<file path="src/agu_defs.svh">
/*
 * Constants of the address generation unit: register offsets, field
 * positions, reset values and address widths.
 * Assumes inclusion by bare name from the package and the design.
 */
`ifndef AGU_DEFS_SVH
`define AGU_DEFS_SVH

// ****************************************
// register byte offsets on the bus
// ****************************************
`define AGU_OFS_BREV        12'h000
`define AGU_OFS_TBLPAGE     12'h004
`define AGU_OFS_VISPAGE     12'h008
`define AGU_OFS_MODCTL      12'h00c
`define AGU_OFS_MODSTART    12'h010
`define AGU_OFS_MODEND      12'h014
`define AGU_OFS_STATUS      12'h018

// ****************************************
// field positions and reset values
// ****************************************
`define AGU_BREV_EN_BIT     15
`define AGU_MOD_EN_BIT      15
`define AGU_PTR_NONE        4'hf
`define AGU_TBL_CFG_BIT     7
`define AGU_BREV_RST        16'h0000
`define AGU_TBLPAGE_RST     8'h00
`define AGU_VISPAGE_RST     8'h00
`define AGU_MODCTL_RST      16'h00ff
`define AGU_MODSTART_RST    16'h0000
`define AGU_MODEND_RST      16'h0001

// ****************************************
// address widths
// ****************************************
`define AGU_DATA_W          16
`define AGU_PROG_W          24

`endif

</file>
<file path="src/agu_pkg.sv">
/*
 * Types shared by the address generation unit.
 * Assumes agu_defs.svh is on the include path.
 */
`include "agu_defs.svh"

package agu_pkg;

  // addressing modes issued by the pipeline
  typedef enum logic [2:0] {
    AGU_AM_DIRECT   = 3'h0,
    AGU_AM_POSTINC  = 3'h1,
    AGU_AM_POSTDEC  = 3'h2,
    AGU_AM_PREINC   = 3'h3,
    AGU_AM_PREDEC   = 3'h4,
    AGU_AM_OFFSET   = 3'h5
  } agu_mode_t;

  // kind of program space access
  typedef enum logic [1:0] {
    AGU_PS_FETCH    = 2'h0,
    AGU_PS_TABLE    = 2'h1,
    AGU_PS_VISIBLE  = 2'h2,
    AGU_PS_NONE     = 2'h3
  } agu_ps_t;

  // bus slave state
  typedef enum logic [1:0] {
    AGU_BS_IDLE     = 2'h0,
    AGU_BS_RESP     = 2'h1
  } agu_bstate_t;

endpackage

</file>
<file path="src/agu_core.sv">
/*
 * Effective address generation unit of a 16-bit signal processor core:
 * modulo wrap and write-back, bit-reversed write addressing, and
 * program space address formation for table and visibility accesses.
 * Assumes one synchronous clock and an AXI4-Lite master for registers;
 * the pipeline presents one request per cycle and takes results
 * from flip-flops one cycle later.
 */
`timescale 1ns/10ps
`include "agu_defs.svh"

module agu_core (
  input  wire logic              clk_sys,
  input  wire logic              srst,
  // ****************************************
  // register bus
  // ****************************************
  input  wire logic [11:0]       s_axi_awaddr,
  input  wire logic              s_axi_awvalid,
  output logic                   s_axi_awready,
  input  wire logic [31:0]       s_axi_wdata,
  input  wire logic [3:0]        s_axi_wstrb,
  input  wire logic              s_axi_wvalid,
  output logic                   s_axi_wready,
  output logic [1:0]             s_axi_bresp,
  output logic                   s_axi_bvalid,
  input  wire logic              s_axi_bready,
  input  wire logic [11:0]       s_axi_araddr,
  input  wire logic              s_axi_arvalid,
  output logic                   s_axi_arready,
  output logic [31:0]            s_axi_rdata,
  output logic [1:0]             s_axi_rresp,
  output logic                   s_axi_rvalid,
  input  wire logic              s_axi_rready,
  // ****************************************
  // pipeline request
  // ****************************************
  input  wire logic              req_valid,
  input  wire logic [3:0]        req_wsel,
  input  wire logic [15:0]       req_wptr,
  input  wire logic [15:0]       req_step,
  input  wire agu_pkg::agu_mode_t req_mode,
  input  wire logic              req_byte,
  input  wire logic              req_write,
  input  wire agu_pkg::agu_ps_t  req_ps,
  input  wire logic [23:0]       req_pc,
  // ****************************************
  // results
  // ****************************************
  output logic                   ea_valid,
  output logic [15:0]            ea_addr,
  output logic                   wb_en,
  output logic [3:0]             wb_sel,
  output logic [15:0]            wb_data,
  output logic                   ps_valid,
  output logic [23:0]            ps_addr,
  output logic                   ps_cfg,
  output logic                   ps_low_word,
  output logic                   ps_refused
);
  import agu_pkg::*;

  // ****************************************
  // registers
  // ****************************************
  logic [15:0] brev_ctl_r;
  logic [7:0]  tbl_page_r;
  logic [7:0]  vis_page_r;
  logic [15:0] mod_ctl_r;
  logic [15:0] mod_start_r;
  logic [15:0] mod_end_r;
  logic        wrap_seen_r;
  logic        brev_seen_r;
  agu_bstate_t wst_r;
  agu_bstate_t rst_r;
  logic        aw_got_r;
  logic        w_got_r;
  logic [11:0] aw_addr_r;
  logic [31:0] w_data_r;
  logic [3:0]  w_strb_r;

  function automatic logic [15:0] bitrev16(input logic [15:0] v);
    logic [15:0] o;
    o = 16'h0000;
    for (int i = 0; i < 16; i++) begin
      o[i] = v[15-i];
    end
    return o;
  endfunction

  function automatic logic [15:0] merge16(input logic [15:0] old,
                                          input logic [31:0] d,
                                          input logic [3:0]  s);
    logic [15:0] o;
    o = old;
    if (s[0]) begin
      o[7:0] = d[7:0];
    end
    if (s[1]) begin
      o[15:8] = d[15:8];
    end
    return o;
  endfunction

  // ****************************************
  // write channel: address and data in any order
  // ****************************************
  assign s_axi_awready = (wst_r == AGU_BS_IDLE) && !aw_got_r;
  assign s_axi_wready  = (wst_r == AGU_BS_IDLE) && !w_got_r;
  assign s_axi_bresp   = 2'h0;
  assign s_axi_bvalid  = (wst_r == AGU_BS_RESP);

  logic aw_fire;
  logic w_fire;
  logic do_write;
  logic [11:0] wa;
  logic [31:0] wd;
  logic [3:0]  ws;
  assign aw_fire  = s_axi_awvalid && s_axi_awready;
  assign w_fire   = s_axi_wvalid && s_axi_wready;
  assign do_write = (aw_got_r || aw_fire) && (w_got_r || w_fire) &&
                    (wst_r == AGU_BS_IDLE);
  assign wa = aw_got_r ? aw_addr_r : s_axi_awaddr;
  assign wd = w_got_r ? w_data_r : s_axi_wdata;
  assign ws = w_got_r ? w_strb_r : s_axi_wstrb;

  always_ff @(posedge clk_sys) begin
    if (srst) begin
      wst_r     <= AGU_BS_IDLE;
      aw_got_r  <= 1'b0;
      w_got_r   <= 1'b0;
      aw_addr_r <= 12'h000;
      w_data_r  <= 32'h0000_0000;
      w_strb_r  <= 4'h0;
    end else begin
      case (wst_r)
        AGU_BS_IDLE: begin
          if (aw_fire) begin
            aw_addr_r <= s_axi_awaddr;
          end
          if (w_fire) begin
            w_data_r <= s_axi_wdata;
            w_strb_r <= s_axi_wstrb;
          end
          if (do_write) begin
            wst_r    <= AGU_BS_RESP;
            aw_got_r <= 1'b0;
            w_got_r  <= 1'b0;
          end else begin
            aw_got_r <= aw_got_r || aw_fire;
            w_got_r  <= w_got_r || w_fire;
          end
        end
        AGU_BS_RESP: begin
          if (s_axi_bready) begin
            wst_r <= AGU_BS_IDLE;
          end
        end
        default: wst_r <= AGU_BS_IDLE;
      endcase
    end
  end

  // unmapped writes are accepted and dropped
  always_ff @(posedge clk_sys) begin
    if (srst) begin
      brev_ctl_r  <= `AGU_BREV_RST;
      tbl_page_r  <= `AGU_TBLPAGE_RST;
      vis_page_r  <= `AGU_VISPAGE_RST;
      mod_ctl_r   <= `AGU_MODCTL_RST;
      mod_start_r <= `AGU_MODSTART_RST;
      mod_end_r   <= `AGU_MODEND_RST;
    end else if (do_write) begin
      case (wa)
        `AGU_OFS_BREV:     brev_ctl_r  <= merge16(brev_ctl_r, wd, ws);
        `AGU_OFS_TBLPAGE: begin
          if (ws[0]) begin
            tbl_page_r <= wd[7:0];
          end
        end
        `AGU_OFS_VISPAGE: begin
          if (ws[0]) begin
            vis_page_r <= wd[7:0];
          end
        end
        `AGU_OFS_MODCTL:   mod_ctl_r   <= merge16(mod_ctl_r, wd, ws);
        `AGU_OFS_MODSTART: mod_start_r <= merge16(mod_start_r, wd, ws);
        `AGU_OFS_MODEND:   mod_end_r   <= merge16(mod_end_r, wd, ws);
        default: ;
      endcase
    end
  end

  // ****************************************
  // read channel
  // ****************************************
  assign s_axi_arready = (rst_r == AGU_BS_IDLE);
  assign s_axi_rresp   = 2'h0;
  assign s_axi_rvalid  = (rst_r == AGU_BS_RESP);

  always_ff @(posedge clk_sys) begin
    if (srst) begin
      rst_r       <= AGU_BS_IDLE;
      s_axi_rdata <= 32'h0000_0000;
    end else begin
      case (rst_r)
        AGU_BS_IDLE: begin
          if (s_axi_arvalid) begin
            rst_r <= AGU_BS_RESP;
            case (s_axi_araddr)
              `AGU_OFS_BREV:     s_axi_rdata <= {16'h0000, brev_ctl_r};
              `AGU_OFS_TBLPAGE:  s_axi_rdata <= {24'h000000, tbl_page_r};
              `AGU_OFS_VISPAGE:  s_axi_rdata <= {24'h000000, vis_page_r};
              `AGU_OFS_MODCTL:   s_axi_rdata <= {16'h0000, mod_ctl_r};
              `AGU_OFS_MODSTART: s_axi_rdata <= {16'h0000, mod_start_r};
              `AGU_OFS_MODEND:   s_axi_rdata <= {16'h0000, mod_end_r};
              `AGU_OFS_STATUS:   s_axi_rdata <= {30'h0000_0000,
                                                 brev_seen_r, wrap_seen_r};
              default:           s_axi_rdata <= 32'h0000_0000;
            endcase
          end
        end
        AGU_BS_RESP: begin
          if (s_axi_rready) begin
            rst_r <= AGU_BS_IDLE;
          end
        end
        default: rst_r <= AGU_BS_IDLE;
      endcase
    end
  end

  // ****************************************
  // data effective address
  // ****************************************
  logic        mod_en;
  logic        is_inc;
  logic        is_dec;
  logic        is_pre;
  logic        modifies;
  logic        brev_act;
  logic [15:0] sum;
  logic [15:0] stepped;
  logic [15:0] ea_raw;
  logic [15:0] ea_fix;
  logic [15:0] new_ptr;
  logic [15:0] pivot;
  logic        wrap_hit;

  assign is_inc   = (req_mode == AGU_AM_POSTINC) ||
                    (req_mode == AGU_AM_PREINC);
  assign is_dec   = (req_mode == AGU_AM_POSTDEC) ||
                    (req_mode == AGU_AM_PREDEC);
  assign is_pre   = (req_mode == AGU_AM_PREINC) ||
                    (req_mode == AGU_AM_PREDEC);
  assign modifies = is_inc || is_dec;

  assign brev_act = brev_ctl_r[`AGU_BREV_EN_BIT] &&
                    (mod_ctl_r[7:4] != `AGU_PTR_NONE) &&
                    (req_wsel == mod_ctl_r[7:4]) &&
                    is_inc && req_write && !req_byte;

  // fifteen bit pivot scaled to bytes
  assign pivot = {brev_ctl_r[14:0], 1'b0};

  assign sum = bitrev16(bitrev16(req_wptr) + bitrev16(pivot)) &
               16'hfffe;

  assign mod_en = mod_ctl_r[`AGU_MOD_EN_BIT] &&
                  (mod_ctl_r[3:0] != `AGU_PTR_NONE) &&
                  (req_wsel == mod_ctl_r[3:0]);

  assign stepped = is_dec ? (req_wptr - req_step) : (req_wptr + req_step);

  // strictly beyond bound only, equal does not wrap
  always_comb begin
    wrap_hit = 1'b0;
    if (is_inc || req_mode == AGU_AM_OFFSET) begin
      wrap_hit = stepped > mod_end_r;
    end else if (is_dec) begin
      wrap_hit = stepped < mod_start_r;
    end
  end

  // reversal disables modulo for writes; reads keep it
  always_comb begin
    ea_fix = stepped;
    if (brev_act) begin
      ea_fix = sum;
    end else if (mod_en && wrap_hit) begin
      ea_fix = is_dec ? (stepped + (mod_end_r - mod_start_r) +
                         16'h0001)
                      : (stepped - (mod_end_r - mod_start_r) -
                         16'h0001);
    end
  end

  assign new_ptr = ea_fix;
  // offset mode uses the corrected address only
  assign ea_raw  = (req_mode == AGU_AM_OFFSET) ? ea_fix :
                   (is_pre ? ea_fix : (brev_act ? req_wptr & 16'hfffe
                                                : req_wptr));

  always_ff @(posedge clk_sys) begin
    if (srst) begin
      ea_valid <= 1'b0;
      ea_addr  <= 16'h0000;
    end else begin
      ea_valid <= req_valid;
      ea_addr  <= ea_raw;
    end
  end

  // write back only in modify modes
  always_ff @(posedge clk_sys) begin
    if (srst) begin
      wb_en   <= 1'b0;
      wb_sel  <= 4'h0;
      wb_data <= 16'h0000;
    end else begin
      wb_en   <= req_valid && modifies;
      wb_sel  <= req_wsel;
      wb_data <= new_ptr;
    end
  end

  always_ff @(posedge clk_sys) begin
    if (srst) begin
      wrap_seen_r <= 1'b0;
      brev_seen_r <= 1'b0;
    end else if (req_valid) begin
      wrap_seen_r <= mod_en && wrap_hit && !brev_act;
      brev_seen_r <= brev_act;
    end
  end

  // ****************************************
  // program space address
  // ****************************************
  // 24-bit program, 16-bit data
  logic [23:0] ps_nxt;
  logic        cfg_nxt;
  always_comb begin
    ps_nxt  = 24'h000000;
    cfg_nxt = 1'b0;
    case (req_ps)
      AGU_PS_FETCH:   ps_nxt = {1'b0, req_pc[22:1], 1'b0};
      AGU_PS_TABLE: begin
        ps_nxt  = {tbl_page_r, req_wptr};
        cfg_nxt = tbl_page_r[`AGU_TBL_CFG_BIT];
      end
      // page bit 0 lands at bit 15
      AGU_PS_VISIBLE: ps_nxt = {1'b0, vis_page_r, req_wptr[14:0]};
      AGU_PS_NONE:    ps_nxt = 24'h000000;
      default:        ps_nxt = 24'h000000;
    endcase
  end

  logic vis_ok;
  // only ea bit 15 set reads remap
  assign vis_ok = (req_ps == AGU_PS_VISIBLE) && req_wptr[15] &&
                  !req_write;

  always_ff @(posedge clk_sys) begin
    if (srst) begin
      ps_valid    <= 1'b0;
      ps_addr     <= 24'h000000;
      ps_cfg      <= 1'b0;
      ps_low_word <= 1'b0;
      ps_refused  <= 1'b0;
    end else begin
      ps_valid    <= req_valid && (req_ps != AGU_PS_NONE) &&
                     (req_ps != AGU_PS_VISIBLE || vis_ok);
      ps_addr     <= ps_nxt;
      ps_cfg      <= cfg_nxt;
      ps_low_word <= req_valid && vis_ok;
      ps_refused  <= req_valid && (req_ps == AGU_PS_VISIBLE) && !vis_ok;
    end
  end

  // ****************************************
  // checks
  // ****************************************
  property p_wb_mode;
    @(posedge clk_sys) disable iff (srst)
      req_valid && (req_mode == AGU_AM_OFFSET) |=> !wb_en;
  endproperty
  a_wb_mode: assert property (p_wb_mode)
    else $error("write back in offset mode");

  property p_brev_align;
    @(posedge clk_sys) disable iff (srst)
      req_valid && brev_act && is_pre |=> ea_addr[0] == 1'b0;
  endproperty
  a_brev_align: assert property (p_brev_align)
    else $error("reversed address not word aligned");

  property p_brev_byte;
    @(posedge clk_sys) disable iff (srst)
      req_byte |-> !brev_act;
  endproperty
  a_brev_byte: assert property (p_brev_byte)
    else $error("reversal on byte access");

  property p_brev_read;
    @(posedge clk_sys) disable iff (srst)
      !req_write |-> !brev_act;
  endproperty
  a_brev_read: assert property (p_brev_read)
    else $error("reversal on read");

  property p_tbl;
    @(posedge clk_sys) disable iff (srst)
      req_valid && req_ps == AGU_PS_TABLE |=>
        ps_addr == {$past(tbl_page_r), $past(req_wptr)} &&
        ps_cfg == ps_addr[23];
  endproperty
  a_tbl: assert property (p_tbl)
    else $error("table address wrong");

  property p_vis;
    @(posedge clk_sys) disable iff (srst)
      req_valid && vis_ok |=> ps_addr[23] == 1'b0 &&
        ps_addr[15] == $past(vis_page_r[0]) && ps_low_word;
  endproperty
  a_vis: assert property (p_vis)
    else $error("visibility address wrong");

  property p_vis_wr;
    @(posedge clk_sys) disable iff (srst)
      req_valid && req_ps == AGU_PS_VISIBLE && req_write |=>
        ps_refused && !ps_valid;
  endproperty
  a_vis_wr: assert property (p_vis_wr)
    else $error("visibility write not refused");

  property p_fetch;
    @(posedge clk_sys) disable iff (srst)
      req_valid && req_ps == AGU_PS_FETCH |=>
        ps_addr[23] == 1'b0 && ps_addr[0] == 1'b0;
  endproperty
  a_fetch: assert property (p_fetch)
    else $error("fetch address bits wrong");

  property p_wrap;
    @(posedge clk_sys) disable iff (srst)
      req_valid && mod_en && !brev_act && is_inc && stepped > mod_end_r
        |=> wrap_seen_r;
  endproperty
  a_wrap: assert property (p_wrap)
    else $error("missed wrap");

  c_wrap: cover property (@(posedge clk_sys) disable iff (srst)
    req_valid && mod_en && wrap_hit);
  c_brev: cover property (@(posedge clk_sys) disable iff (srst)
    req_valid && brev_act);
  c_vis:  cover property (@(posedge clk_sys) disable iff (srst)
    req_valid && vis_ok);
  c_cfg:  cover property (@(posedge clk_sys) disable iff (srst)
    req_valid && req_ps == AGU_PS_TABLE && tbl_page_r[7]);

endmodule

</file>
<file path="config.mk">
export PLATFORM = sky130hd
export DESIGN_NAME = agu_core
export DESIGN_NICKNAME = d
export VERILOG_FILES = /design/src/agu_pkg.sv /design/src/agu_core.sv
export VERILOG_INCLUDE_DIRS = /design/src
export SDC_FILE = /design/constraint.sdc
export NUM_CORES = 1
export LEC_CHECK = 0
export CORE_MARGIN = 2
export CORE_UTILIZATION = 40
export CTS_CLUSTER_DIAMETER = 30
export CTS_CLUSTER_SIZE = 10
export DETAILED_ROUTE_END_ITERATION = 8
export DONT_BUFFER_PORTS = 1
export GPL_TIMING_DRIVEN = 0
export MAX_ROUTING_LAYER = met4
export SLEW_MARGIN = 20
export SYNTH_ARGS = -nofsm -noshare
export SYNTH_HDL_FRONTEND = slang
export SYNTH_SLANG_ARGS = --single-unit
</file>
<file path="constraint.sdc">
create_clock -name clk_sys -period 9.5 [get_ports clk_sys]
set_clock_uncertainty 0.15 [all_clocks]
set_input_delay 1.9 -clock clk_sys [delete_from_list [all_inputs] [get_ports clk_sys]]
set_output_delay 1.9 -clock clk_sys [all_outputs]
set_load 0.02 [all_outputs]
</file>
* Word-level counts from Yosys, hierarchy flattened
Cells that the tools add are included.
Widths: inputs -> output; s select.
** Word-level totals
- Register bits after elaboration :: 216
- Bits of input ports :: 135
- Output and inout bits :: 107
- Logic and storage cells :: 152
** Operators by class
- Add/subtract/negate cells :: 8
- Magnitude comparators :: 2
- Eq/ne operators :: 31
- Mux-type cells :: 22
- Bitwise operators :: 1
- Reductions and logical operators :: 58
** Operators by type and width (count)
- $mux 16 :: 7
- $pmux 16 s7 :: 1
- $pmux 24 s4 :: 1
- $eq 12x5->1 const B :: 5
- $eq 12x4->1 const B :: 4
- $sub 16x16->16 :: 3
- $add 16x16->16 :: 2
- $reduce_and 3->1 :: 10
- $eq 12x3->1 const B :: 2
- $logic_not 12->1 :: 2
- $logic_and 1x1->1 :: 23
- $add 16x1->16 const B :: 1
- $gt 16x16->1 :: 1
- $lt 16x16->1 :: 1
- $sub 16x1->16 const B :: 1
- $add 15x15->15 :: 1
- $mux 12 :: 1
- $mux 2 :: 5
- $reduce_and 2->1 :: 5
- $eq 4x4->1 :: 2
- $logic_or 1x1->1 :: 8
- $ne 2x2->1 const B :: 4
- $ne 4x4->1 const B :: 2
- $pmux 2 s2 :: 2
- 11 further kinds :: 28

* Longest topological paths before layout
- Depth in word-level cells :: 11
- Mapped depth :: 26
- Depth with buffers taken out :: 23

* Least setup slack after synthesis
Ideal clock, no wire load.
- Path type :: input to register
- Start :: in req_mode[1]
- End :: reg ea_addr[15]
- Library setup time :: 134 ps
- Arrival time :: 6788 ps
- Path slack :: 2428 ps
- Stages :: 25
- Cell sequence :: xor2_1 > nand2b_1 > clkbuf_1 > clkbuf_1 > clkbuf_1 > nor2_1 > a21oi_1 > ha_1 > nor2b_1 > o31a_1 > o31ai_1 > a211oi_1 > nor3_1 > xnor2_1 > ha_1 > clkbuf_2 > a21o_1 > a31oi_1 > nor2b_1 > a311o_1 > a41o_1 > o211a_1 > a211oi_1 > xnor2_1 > o22ai_1
** On the way
- Cells in the longest elaborated chain, start to end :: 11
- Elaborated cells between the ends (all ways) :: 27
- Classes of those cells :: add/sub (4); order compare (2); eq/ne (5); mux (8); reduce/logical (8)
** Ends and longest elaborated chain
- from (decl) :: RTL line agu_core.sv:42 : input wire agu_pkg::agu_mode_t req_mode,
- branches (longest 10 deep; another with $sub 16x16->16)
- $mux 16 (*) :: RTL line agu_core.sv:300 : assign ea_raw = (req_mode == AGU_AM_OFFSET) ? ea_fix :
- to (signal assigned) :: RTL line agu_core.sv:310 : ea_addr <= ea_raw;
- to (decl) :: RTL line agu_core.sv:51 : output logic [15:0] ea_addr,
Mark *: on every way between the ends.
A chain may end at the register's enable or synchronous reset.

* Worst setup path in the final report
- Start :: in req_mode[1]
- End :: reg ea_addr[14]
Same word-level chain as after synthesis.

==> flow_summary.yaml <==
critical_path:
  cp_cell_sequence: "xor2_1, nand2b_1, clkbuf_1, clkbuf_1, clkbuf_1, nor2_1, a21oi_1, ha_1, nor2b_1, o31a_1, o31ai_1, a21boi_0, ha_1, a21oi_1, nor2_1, a211oi_1, o21ai_0, o311a_1, o21ai_0, a311oi_2, nand2_2, buf_6, mux2i_1, o21ai_0"
  crit_arrival_ps: 8820
  worst_path_max_delay_cell: "a21boi_0"
  endpoint_kind: "register"
  path_buf_inv: 4
  start_kind: "input pin"
  max_stage_delay_ps: 960
  critPathMaxFanout: 10
  worstSetupPathType: "in2reg"
  cp_top_family: "compound AO/OA/AOI/OAI gates"
  cp_data_required_time_ps: 9590
clocking:
  ctsHoldBuffers: 0
  clkSinkCount: 198
  path_clk_slew_ps: 70
  cts_resized: 0
  clkLatencyLatePin_ps: 450
  max-clock-path-buffers: 2
  numCtsBuffers: 17
  cts_tree: "built"
  h-tree-depth: 4
  root_buffer: "clkbuf_16"
  post_cts.repair.setup_buffers: 0
route:
  first_pass_iters: 5
  antenna_left: 0
  num_vias: 11600
  route.detailed.drc: 0
  drtIter0Drc: 993
  vias_per_cell: 5.72
  routed_wl_um: 41600
  wl_per_cell_um: 20.6
run_status:
  status: "completed"
floorplanning:
  coreArea_mm2: 0.0315
  dieArea_mm2: 0.0333
  fp.dieW_um: 182
  dieHeight_um: 182
  start_util: 0.405
  num_rows: 65
  io_pins: 242
yosys:
  synth_top_cell_by_area: "dfxtp_1"
  synth_edf_count: 0
  synth_seq_cells: 198
  ys.warnings.count: 0
  ys_seq_area_frac: 0.311
  synth_flop_cell: "dfxtp_1"
  syn_avg_cell_area_um2: 8.13
  syn_inst: 1566
  async_flop_share: 0
  synth_top_area_share: 0.311
  synth_area_leaders: "dfxtp_1 (31%), ha_1 (10%), nor2_1 (6.1%)"
  synth_cell_types: 88
  syn_area_mm2: 0.0127
layout:
  layout.nets: 1848
  layout_commonest_cell: "nor2_1"
  final_cell_mix: "nor2_1 (206), dfxtp_1 (198), nand2_1 (150)"
  drive_gt1_frac: 0.0705
  areaGrowthSynthToFinish_pct: 9.16
  seqCellArea_mm2: 0.00396
  fillCellCount: 3134
  diodes: 0
  multi_input_area_mm2: 0.00808
sta:
  slew_headroom: 0.225
  layout_min_cycle_time_ps: 8730
  fin_crit_sh: 0.919
  fmax_mhz: 115
  setup_viol: 0
  slew_violations: 0
  finalSetupTns_ps: 0
  tightest_slew_ps: 1150
  setup_ws_ps: 774
  hold_viol_final: 0
  rsz0062_at_grt: "false"
grt:
  grt_pass1_vias: 10800
  grt_max_degree: 19
  antenna_found_initial: 0
  track_usage: 0.253
  grt_first_pass_wirelength_um: 62900
  overflow: 0
power:
  clkPwrFrac: 0.298
  peakVddDrop_mv: 0.132
  power_switching_uw: 888
  powerDensity_mw_per_mm2: 177
  p_sw_frac: 0.361
  pwr-share-comb: 0.325
  p_leak_nw: 5.32
  seqPwrFrac: 0.377
  power.internal_mw: 1.57
worst_hold_path:
  hold_class: "reg2reg"
job:
  cap_violations: 0
placed_design:
  io_buffers: 0
  hpwl_um: 33600
  gp_congestion: 0.986
  place_worst_setup_slack_ps: 407
state kept, by name (all words and copies together), names as in the netlist, 12 cells and up:
register / cells
w_data_r: 16
mod_end_r: 16
brev_ctl_r: 16
wb_data: 16
mod_ctl_r: 16
ps_addr: 24
aw_addr_r: 12
ea_addr: 16
s_axi_rdata: 16
mod_start_r: 16
cells by family (layout without fill, tap and decap cells):
family | count (synthesis) | count (layout) | synth area share
AOI/OAI and AO/OA | 434 | 434 | 0.232
xor gates and xnor gates | 78 | 78 | 0.0553
adders and majority gates | 109 | 109 | 0.110
buffers and inverters | 174 | 206 | 0.0597
DFF | 198 | 198 | 0.311
muxes | 55 | 55 | 0.0462
other | 1 | 20 | 0.000294
and+or+nand+nor | 517 | 517 | 0.185
power groups by stage:
stage,Clock (mW),Combinational [mW],Sequential [mW]
after global routing,0.778,0.886,0.932
final,0.733,0.800,0.928
after global placement,0,0.782,0.948
after CTS,0.740,0.793,0.928
after detailed placement,0,0.789,0.948
after floorplan,0,0.598,0.940
area by class of cell:
class | instances | share of cell area
Clock inverter | 13 | 0.00999
Tap cell | 402 | 0.0362
Buffer | 95 | 0.0334
Sequential cell | 198 | 0.285
Inverter | 79 | 0.0213
Clock buffer | 19 | 0.0326
Multi-Input combinational cell | 1213 | 0.581
cells in the mapped netlist, types with 21 or more instances:
library cell	n
a211oi_1	68
a21o_1	28
a21oi_1	139
a22oi_1	26
buf_4	21
clkbuf_1	61
dfxtp_1	198
ha_1	104
inv_1	79
mux2i_1	37
nand2_1	150
nand3_1	21
nor2_1	206
nor3_1	27
o21ai_0	41
xnor2_1	50
xor2_1	26
worst min-delay path: stages (launching register included):
cell     delay (ps)
dfxtp_1         310
nand2_1          50
a21oi_1          50
final timing paths:
path	startpoint	to	slack, ps	depth (start not counted)
max	req_mode[1]	ea_addr[14]	770	24
min	aw_addr_r[8]	aw_addr_r[8]	300	2
max reg2reg	mod_start_r[4]	ea_addr[15]	4000	22
min reg2reg	aw_addr_r[8]	aw_addr_r[8]	300	2
routing by layer:
metal	wire (um)	track usage
met1	18200	0.319
met2	19200	0.409
met3	3300	0.0533
met4	956	0.0771
met5	0	-
metrics by stage:
step           std cells  cell area (um^2)  utilization  hold WS [ps]  total power, mW
5_1_grt             2019             13900        0.442           316             2.60
4_1_cts             2019             13900        0.442           305             2.46
3_5_place_dp        1987             13300        0.423           295             1.74
6_report            2019             13900        0.442           303             2.46
2_1_floorplan       1585             12800            -           281             1.54
3_3_place_gp        1987             13300        0.423           291             1.73
Power figures use the tool's default switching activity.
